`src/design/outport_pkg.sv`:
```
/*
  package for the bit set/reset output port: register offsets, widths, reset values
  and mode-register field positions.
  assumes a plain byte-addressed register port with 32-bit data.
*/
package outport_pkg;
    localparam int PIN_COUNT = 8;
    localparam int ADDR_WIDTH = 8;
    localparam int DATA_WIDTH = 32;
    // register offsets (byte addresses, one aligned word each)
    localparam logic [7:0] OFS_LATCH_SET = 8'h00;
    localparam logic [7:0] OFS_LATCH_CLEAR = 8'h04;
    localparam logic [7:0] OFS_PIN_FUNCTION_CONFIG = 8'h08;
    localparam logic [7:0] OFS_CHAN_A_MODE_FIRST = 8'h0C;
    localparam logic [7:0] OFS_CHAN_B_MODE_FIRST = 8'h10;
    localparam logic [7:0] OFS_CHAN_A_MODE_SECOND = 8'h14;
    localparam logic [7:0] OFS_CHAN_B_MODE_SECOND = 8'h18;
    localparam logic [7:0] OFS_LATCH_STATUS = 8'h1C;
    // reset values
    localparam logic [7:0] RST_LATCH = 8'h00;
    localparam logic [7:0] RST_CONFIG = 8'h00;
    localparam logic [7:0] RST_MODE = 8'h00;
    // field positions
    localparam int MODE_FIRST_RX_RTS_BIT = 7;
    localparam int MODE_SECOND_TX_RTS_BIT = 5;
    localparam int CHAN_A_PIN = 0;
    localparam int CHAN_B_PIN = 1;
    localparam int FIRST_CONFIG_PIN = 2;
endpackage

```
`src/design/pin_ctrl_if.sv`:
```
/*
  interface between the register/latch logic and the pin driver.
  assumes both ends run on the same clock; carries levels only.
*/
`timescale 1ns/1ps
`default_nettype none
interface pin_ctrl_if;
    logic [7:0] latch;
    logic [7:0] auxSel;
    logic [7:0] auxSrc;
    logic [7:0] pinLevel;
    modport ctrl (output latch, output auxSel, output auxSrc, input pinLevel);
    modport drv (input latch, input auxSel, input auxSrc, output pinLevel);
endinterface
`default_nettype wire

```
`src/design/out_pin_driver.sv`:
```
/*
  per-pin output selector: each pin drives the inverted latch bit or the inverted
  auxiliary source chosen for it.
  assumes selects and sources are synchronous to clk.
*/
`timescale 1ns/1ps
`default_nettype none
module out_pin_driver (
    input wire logic clk,
    input wire logic nrst,
    pin_ctrl_if.drv pins
);
    import outport_pkg::*;

    logic [PIN_COUNT-1:0] level_r;
    logic [PIN_COUNT-1:0] level_nxt;

    ////////////////////////////////////////////////////////////////////////////////
    genvar i;
    generate
        for (i = 0; i < PIN_COUNT; i++) begin : g_pin
            always_comb begin
                if (pins.auxSel[i]) begin
                    level_nxt[i] = ~pins.auxSrc[i]; // RULE_05
                end else begin
                    level_nxt[i] = ~pins.latch[i]; // RULE_04
                end
            end
        end
    endgenerate

    // registered so the pins never glitch while selects change
    always_ff @(posedge clk or negedge nrst) begin
        if (!nrst) begin
            level_r <= ~RST_LATCH;
        end else begin
            level_r <= level_nxt;
        end
    end

    assign pins.pinLevel = level_r;
endmodule
`default_nettype wire

```
`src/design/output_port_bit_set_reset.sv`:
```
/*
  eight-bit general purpose output port with separate bit-set and bit-clear
  addresses, inverted pins and per-pin auxiliary functions.
  assumes a register port whose strobes last one cycle and never overlap;
  auxiliary sources (channel handshakes, interrupt requests, timer) come from outside.
  reads of the set and clear offsets return zero.
*/
// Notes on behaviour
// (RULE_01) eight latch bits, each individually changeable
// (RULE_02) set-address write forces selected bits high
// (RULE_03) clear-address write forces selected bits low
// (RULE_04) pins drive complement of latch bits
// (RULE_05) each pin may carry auxiliary channel function
// (RULE_06) pins two to seven carry interrupt outputs; the config register selects pins 2 to 7
// (RULE_07) reset clears latch, pins idle high
`timescale 1ns/1ps
`default_nettype none
module output_port_bit_set_reset (
    input wire logic clk,
    input wire logic nrst,
    input wire logic [outport_pkg::ADDR_WIDTH-1:0] regAddr,
    input wire logic [outport_pkg::DATA_WIDTH-1:0] regWdata,
    input wire logic regWrite,
    input wire logic regRead,
    output logic [outport_pkg::DATA_WIDTH-1:0] regRdata,
    input wire logic [outport_pkg::PIN_COUNT-1:0] auxSource,
    output logic [outport_pkg::PIN_COUNT-1:0] outPins
);
    import outport_pkg::*;

    logic [7:0] latch_r;
    logic [7:0] latch_nxt;
    logic [7:0] pinCfg_r;
    logic [7:0] pinCfg_nxt;
    logic [7:0] aModeFirst_r;
    logic [7:0] aModeFirst_nxt;
    logic [7:0] bModeFirst_r;
    logic [7:0] bModeFirst_nxt;
    logic [7:0] aModeSecond_r;
    logic [7:0] aModeSecond_nxt;
    logic [7:0] bModeSecond_r;
    logic [7:0] bModeSecond_nxt;
    logic [DATA_WIDTH-1:0] rdata_r;
    logic [DATA_WIDTH-1:0] rdata_nxt;
    logic [7:0] wByte;
    logic setHit;
    logic clearHit;
    // copies for the function select; the pins use only the handshake bits of the modes
    logic [7:0] auxSel;
    logic [7:0] modeFirst [2];
    logic [7:0] modeSecond [2];

    // latch, selects and sources travel to the pin driver together
    pin_ctrl_if pinBus ();

    ////////////////////////////////////////////////////////////////////////////////
    // register writes
    assign wByte = regWdata[7:0];
    // set and clear live at different offsets, so one write never asks for both
    assign setHit = regWrite && (regAddr == OFS_LATCH_SET);
    assign clearHit = regWrite && (regAddr == OFS_LATCH_CLEAR);

    // each latch bit looks only at its own data bit; zeros leave neighbours alone
    genvar b;
    generate
        for (b = 0; b < PIN_COUNT; b++) begin : g_latch
            always_comb begin
                if (setHit && wByte[b]) begin
                    latch_nxt[b] = 1'b1; // RULE_01 RULE_02
                end else if (clearHit && wByte[b]) begin
                    latch_nxt[b] = 1'b0; // RULE_01 RULE_03
                end else begin
                    latch_nxt[b] = latch_r[b];
                end
            end
        end
    endgenerate

    always_ff @(posedge clk or negedge nrst) begin
        if (!nrst) begin
            latch_r <= RST_LATCH; // RULE_07
        end else begin
            latch_r <= latch_nxt;
        end
    end

    ////////////////////////////////////////////////////////////////////////////////
    // pin function config
    always_comb begin
        pinCfg_nxt = pinCfg_r;
        if (regWrite && (regAddr == OFS_PIN_FUNCTION_CONFIG)) begin
            pinCfg_nxt = wByte; // RULE_05
        end
    end

    always_ff @(posedge clk or negedge nrst) begin
        if (!nrst) begin
            pinCfg_r <= RST_CONFIG;
        end else begin
            pinCfg_r <= pinCfg_nxt;
        end
    end

    ////////////////////////////////////////////////////////////////////////////////
    // channel mode registers; only the handshake bits reach the pins
    always_comb begin
        aModeFirst_nxt = aModeFirst_r;
        bModeFirst_nxt = bModeFirst_r;
        aModeSecond_nxt = aModeSecond_r;
        bModeSecond_nxt = bModeSecond_r;
        if (regWrite) begin
            case (regAddr)
                OFS_CHAN_A_MODE_FIRST: begin
                    aModeFirst_nxt = wByte;
                end
                OFS_CHAN_B_MODE_FIRST: begin
                    bModeFirst_nxt = wByte;
                end
                OFS_CHAN_A_MODE_SECOND: begin
                    aModeSecond_nxt = wByte;
                end
                OFS_CHAN_B_MODE_SECOND: begin
                    bModeSecond_nxt = wByte;
                end
                // latch, config, unmapped and read-only offsets leave the modes alone
                default: begin
                    aModeFirst_nxt = aModeFirst_r;
                end
            endcase
        end
    end

    always_ff @(posedge clk or negedge nrst) begin
        if (!nrst) begin
            aModeFirst_r <= RST_MODE;
            bModeFirst_r <= RST_MODE;
            aModeSecond_r <= RST_MODE;
            bModeSecond_r <= RST_MODE;
        end else begin
            aModeFirst_r <= aModeFirst_nxt;
            bModeFirst_r <= bModeFirst_nxt;
            aModeSecond_r <= aModeSecond_nxt;
            bModeSecond_r <= bModeSecond_nxt;
        end
    end

    ////////////////////////////////////////////////////////////////////////////////
    // register reads; the set/clear offsets are write-only and read as zero
    always_comb begin
        rdata_nxt = '0;
        if (regRead) begin
            case (regAddr)
                OFS_PIN_FUNCTION_CONFIG: begin
                    rdata_nxt[7:0] = pinCfg_r;
                end
                OFS_CHAN_A_MODE_FIRST: begin
                    rdata_nxt[7:0] = aModeFirst_r;
                end
                OFS_CHAN_B_MODE_FIRST: begin
                    rdata_nxt[7:0] = bModeFirst_r;
                end
                OFS_CHAN_A_MODE_SECOND: begin
                    rdata_nxt[7:0] = aModeSecond_r;
                end
                OFS_CHAN_B_MODE_SECOND: begin
                    rdata_nxt[7:0] = bModeSecond_r;
                end
                OFS_LATCH_STATUS: begin
                    rdata_nxt[7:0] = latch_r;
                end
                default: begin
                    rdata_nxt = '0;
                end
            endcase
        end
    end

    always_ff @(posedge clk or negedge nrst) begin
        if (!nrst) begin
            rdata_r <= '0;
        end else begin
            rdata_r <= rdata_nxt;
        end
    end

    // read data lasts one cycle, then drops back to zero so it never looks fresh
    assign regRdata = rdata_r;

    ////////////////////////////////////////////////////////////////////////////////
    // function select: pins 0 and 1 follow the channel modes, the rest the config
    assign modeFirst[0] = aModeFirst_r;
    assign modeFirst[1] = bModeFirst_r;
    assign modeSecond[0] = aModeSecond_r;
    assign modeSecond[1] = bModeSecond_r;

    // either handshake mode hands the pin over to its channel
    genvar c;
    generate
        for (c = 0; c < 2; c++) begin : g_chan
            assign auxSel[CHAN_A_PIN + c] = modeFirst[c][MODE_FIRST_RX_RTS_BIT]
                | modeSecond[c][MODE_SECOND_TX_RTS_BIT]; // RULE_05
        end
    endgenerate

    // pins 2..7 may carry transmitter, receiver and timer interrupts
    assign auxSel[PIN_COUNT-1:FIRST_CONFIG_PIN] =
        pinCfg_r[PIN_COUNT-1:FIRST_CONFIG_PIN]; // RULE_05 RULE_06

    assign pinBus.latch = latch_r;
    assign pinBus.auxSel = auxSel;
    // sources are inverted too, so an asserted request pulls its pin low
    assign pinBus.auxSrc = auxSource;

    // the driver registers the pins, so they trail the latch by one cycle
    out_pin_driver driver (
        .clk(clk),
        .nrst(nrst),
        .pins(pinBus.drv)
    );

    assign outPins = pinBus.pinLevel; // RULE_04
endmodule
`default_nettype wire

```
`config.mk`:
```
export PLATFORM = sky130hd
export DESIGN_NAME = output_port_bit_set_reset
export DESIGN_NICKNAME = d
export VERILOG_FILES = /design/src/design/outport_pkg.sv /design/src/design/pin_ctrl_if.sv /design/src/design/out_pin_driver.sv /design/src/design/output_port_bit_set_reset.sv
export SDC_FILE = /design/constraint.sdc
export NUM_CORES = 1
export LEC_CHECK = 0
export BUFFER_PORTS_ARGS = -buffer_cell sky130_fd_sc_hd__buf_2
export CAP_MARGIN = 20
export CELL_PAD_IN_SITES_DETAIL_PLACEMENT = 0
export CELL_PAD_IN_SITES_GLOBAL_PLACEMENT = 2
export CORE_MARGIN = 4
export CORE_UTILIZATION = 34
export DETAILED_ROUTE_END_ITERATION = 16
export GPL_TIMING_DRIVEN = 0
export PLACE_DENSITY_LB_ADDON = 0.1
export SETUP_SLACK_MARGIN = 0.3
export SLEW_MARGIN = 25
export SYNTH_ARGS = -nofsm -noshare
export SYNTH_HDL_FRONTEND = slang
export SYNTH_SLANG_ARGS = --single-unit
export TNS_END_PERCENT = 50
```
`constraint.sdc`:
```
create_clock -name clk -period 1.4 [get_ports clk]
set_input_delay 0.28 -clock clk [delete_from_list [all_inputs] [get_ports clk]]
set_output_delay 0.28 -clock clk [all_outputs]
set_load 0.02 [all_outputs]
```
* Yosys cells after proc, flatten, opt, wreduce, memory -nomap -nowiden
Index checks and enable logic that the tools add are counted.
Widths: inputs -> output; s select.
** Operators by class
- Reductions and logical operators :: 32
- Multiplexer cells :: 26
- Bitwise logic cells :: 18
- Eq/ne operators :: 7
** Operators with widths (count)
- $pmux 8 s6 :: 1
- $eq 8x5->1 const B :: 4
- $mux 1 :: 24
- $logic_and 1x1->1 :: 19
- $eq 8x4->1 const B :: 2
- $not 1->1 :: 16
- $reduce_bool 2->1 :: 8
- $eq 8x3->1 const B :: 1
- $logic_not 8->1 :: 1
- $mux 8 :: 1
- $reduce_and 2->1 :: 4
- $or 1x1->1 :: 2
** Storage, ports and cells
- Output and inout port bits :: 40
- Flip-flop bits (word level) :: 88

* Longest topological paths before layout
- Depth after elaboration :: 5
- Depth in mapped cells :: 7
- Mapped depth without buffers :: 4

* By module
A second synthesis with hierarchy kept.
** Second synthesis, totals
- Cell total of the unflattened synthesis :: 231
- Area total of the unflattened synthesis :: 3049.2 µm²
** By module, submodules not included
- output_port_bit_set_reset :: times used 1, cells each 215, area an instance 2758.9 µm²
- out_pin_driver :: times used 1, cells each 16, area an instance 290.3 µm²

* Worst setup path before layout
Ideal clock, no wire load.
- Kind :: in2reg
- Start :: input port regAddr[6] (netlist bit)
- End :: register bModeFirst_r[0]
- Data required time :: 1.275 ns
- Buffers on the path :: 1
- Setup slack :: -0.414 ns
- Setup time :: 0.125 ns
- Cell stages on the path :: 5
- Arrival :: 1.689 ns
- Cell sequence :: or4b_4 -> nor2_8 -> and4bb_1 -> buf_6 -> mux2_4
** Between the ends
- Cells in the longest elaborated chain, start to end :: 2
** Ends and longest elaborated chain
- start, declared :: line output_port_bit_set_reset.sv:21 : input wire logic [outport_pkg::ADDR_WIDTH-1:0] regAddr,
- $eq 8x5->1 :: line output_port_bit_set_reset.sv:112 : case (regAddr)
- $reduce_and 2->1 (no source line)
- end signal, assigned :: line output_port_bit_set_reset.sv:141 : bModeFirst_r <= bModeFirst_nxt;
- end, declared :: line output_port_bit_set_reset.sv:37 : logic [7:0] bModeFirst_r;
Every way passes these cells.
A chain may end at the register's enable or synchronous reset.

* Final worst setup path
Same ends and word-level chain as after synthesis.

==> results.yml <==
synth:
  yosys_warnings: 0
  synth_cell_types: 37
  synth_seq_cells: 64
  seq_area_frac_synth_pct: 50.8
  netlist_instances: 244
  syn_area_per_cell_um2: 13.0
  synth_enable_flop_cells: 0
  synth_area_um2: 3170
  ys_dominant_reg_cell: "sky130_fd_sc_hd__dfrtp_1"
  async_flop_share_pct: 100
power:
  max-vdd-ir-drop_mv: 0.504
  power_per_cell_area_nw_per_um2: 1010
  p_leak_uw: 0.00216
detailed_routing:
  drt_pass1_iterations: 4
  antenna_left: 0
  post_drt_wl_per_cell_um: 17.3
  remaining_drc_errors: 0
  drt_first_iter_violations: 67
  viasPerCell: 4.67
  routed_wl_mm: 7.72
  routed-via-count: 2076
min_path:
  startpoint_of_the_lowest_slack_hold_path: "auxSource[0]"
  min-delay-path-class: "in2reg"
  hold_depth: 2
  destination_of_the_worst_hold_path: "driver.pins.pinLevel[0]$_DFF_PN1_"
floorplanning:
  core.rowCount: 34
  std_cell_core_area_um2: 8890
  die_x_um: 105
  die_area_um2: 10900
  initial_utilization_pct: 35.7
  fp.dieH_um: 105
  boundaryPins: 92
grt:
  grt_first_pass_wirelength_mm: 12.6
  maximum_number_of_pins_on_one_net_before_global_route_repair: 38
  initial_antenna_violation_count: 0
  grt_pass1_vias: 2297
  overflow: 0
  globalRouteTotalUtil_pct: 14.9
finish:
  multiInputGateArea_um2: 1530
  final_design_area_no_fill_um2: 4260
  layout.nets: 384
  area_delta_synth_final_pct: 34.3
  final.fill_count: 835
  layout.area.seq_um2: 1610
  finish.utilization_pct: 47.9
  commonest_cells_after_routing_fill_and_taps_aside: "sky130_fd_sc_hd__dfrtp_1, sky130_fd_sc_hd__buf_4, sky130_fd_sc_hd__buf_6, sky130_fd_sc_hd__mux2_2, sky130_fd_sc_hd__conb_1"
  fraction_of_layout_cells_with_a_size_suffix_above_1_pct: 54.6
  num_antenna_cells: 0
  layout.cells.most_common: "sky130_fd_sc_hd__dfrtp_1"
sta:
  transition_time_of_the_tightest_slew_check_pin_ps: 626
  timing.final.max_slew_violations: 0
  timing.final.hold_violations: 0
  worst_clock_skew_ps: 12.9
  grt_setup_unrepaired: "true"
  final.period_utilization_pct: 116
  period_needed_ps: 1620
  slew_headroom_pct: 58.2
  setup_ws_post_layout_ps: -225
  setup_viol: 48
  max_freq_ghz: 0.615
job:
  maxCapViolations: 0
critical_path:
  cp-start-kind: "input pin"
  regToRegEndpoint: "regRdata[3]$_DFF_PN0_"
  cp_common_cell: "sky130_fd_sc_hd__buf_6"
  worstRegToRegCells: 3
  timing.critical_path.slowest_stage_cell: "sky130_fd_sc_hd__or4b_4"
  worst_setup_path_end_kind: "flip-flop"
  path_cells: "buf_6 > or4b_4 > nor2_8 > and4bb_1 > buf_6 > mux2_4"
  critical_path_peak_fanout: 8
  critPathKind: "in2reg"
  worst_path_largest_cell_delay_ps: 600
  arrival_time_worst_endpoint_ps: 1840
  worstPathRequired_ps: 1610
  cp_top_family: "simple AND/OR/NAND/NOR gates"
  critPathBufInv: 2
  worst_r2r_startpoint: "pinCfg_r[3]$_DFFE_PN0P_"
  regToRegSetupSlack_ps: 100
status:
  violations: "negative setup slack"
  status: "finished with violations"
clock_tree:
  cts_root_buf: "sky130_fd_sc_hd__clkbuf_8"
  cts_tree: "done"
  clk_pin_slew_worst_paths_ps: 70
  cts_buffers: 9
  htree_levels: 3
  cts_num_sinks: 64
  clock_insertion_delay_worst_skew_ps: 340
  max-clock-path-buffers: 2
placement:
  post_dp_cell_area_um2: 3660
  numPortBuffers: 42
  dp_hpwl_mm: 5.07
  gp_congestion: 0.747
## synth_stat cells, drive strengths merged, types with 2 or more instances
| library cell | n | share of area, % |
|---|---|---|
| dfrtp | 56 | 44 |
| nand2 | 12 | 1.5 |
| o22ai | 4 | 0.79 |
| nand2b | 2 | 0.39 |
| nor4 | 3 | 1.5 |
| a22oi | 8 | 1.9 |
| mux2i | 22 | 6.9 |
| nand3b | 3 | 0.71 |
| nand4b | 2 | 1.5 |
| nor2 | 11 | 1.8 |
| nor2b | 3 | 0.59 |
| dfstp | 8 | 6.6 |
| mux2 | 46 | 17 |
| a22o | 3 | 0.83 |
| o2bb2ai | 3 | 0.83 |
| inv | 8 | 0.95 |
| o21ai | 4 | 0.63 |
| buf | 34 | 7.4 |
## worst max path at each step
stage / from / slack, ps / end / cells past startpoint
CTS: regAddr[0] / -240 / bModeFirst_r[0]$_DFFE_PN0P_ / 6
floorplan: regAddr[6] / -410 / bModeFirst_r[0]$_DFFE_PN0P_ / 5
global placement: regAddr[2] / -960 / regRdata[1]$_DFF_PN0_ / 6
global route: regAddr[6] / -250 / bModeFirst_r[4]$_DFFE_PN0P_ / 6
detailed placement: regAddr[2] / -900 / regRdata[1]$_DFF_PN0_ / 6
finish: regAddr[6] / -220 / bModeFirst_r[0]$_DFFE_PN0P_ / 6
## worst reg2reg max path, delay by kind of cell, from the launching register on
family	cells	cell delay (ps)
mux	1	270
flops	1	400
compound gates	2	490
## layout make-up
class                           count  share of cell area (%)
Multi-Input combinational cell    160                    35.8
Sequential cell                    64                    37.8
Clock buffer                       13                    3.49
Timing Repair Buffer               54                    10.7
Buffer                             35                    6.72
Clock inverter                      3                    1.53
Tap cell                          108                    3.17
Inverter                            8                   0.704
## flip-flops by register name, indices dropped and copies added, names as in the netlist
| name | flops |
|---|---|
| latch_r | 8 |
| regRdata | 8 |
| bModeSecond_r | 8 |
| pinCfg_r | 8 |
| bModeFirst_r | 8 |
| driver.pins.pinLevel | 8 |
| aModeSecond_r | 8 |
| aModeFirst_r | 8 |
## logic make-up after synthesis
family	after synthesis	synth area share [%]
AOI/OAI and AO/OA	25	5.87
and+or+nand+nor	42	9.85
buffers and inverters	43	8.47
DFF	64	50.8
muxes	69	24.9
other	1	0.118
## through the flow
stage          worst slack [ps]  std cells  total power [uW]  TNS, ps  hold WS (ps)
3_3_place_gp               -956        417              2530   -45640           405
6_report                   -225        445              4310    -5790          72.7
5_1_grt                    -245        445              4530    -6530          60.6
3_5_place_dp               -897        418              2540   -32490           233
4_1_cts                    -237        445              4370    -6160          57.5
2_1_floorplan              -414        267              2360   -13140         -15.6
## per-layer routing
metal  vias up  GRT usage, %  part of all wire, %
met5         -             0                    0
met4         0          4.87                  1.3
met3         6          4.13                  5.2
met2        58          23.1                   45
met1      1014          20.2                   48
li1        998             -                    -
## power breakdown
group / leakage, uW / total (uW) / internal [uW] / switching, uW
clock network: 0.000108 / 1730 / 1050 / 677
logic: 0.00124 / 585 / 278 / 307
registers: 0.000818 / 2000 / 1950 / 51.4
## timing repair
| action | 4_1_cts | 5_1_grt |
|---|---|---|
| pin swaps | 27 | 13 |
| endpoints found under the setup margin | 72 | 72 |
| setup buffers | 10 | 0 |
| endpoints found under the hold margin | 24 | 0 |
| hold buffers | 1 | 0 |
| gates resized for setup | 84 | 6 |
(Power assumes the default switching activity.)
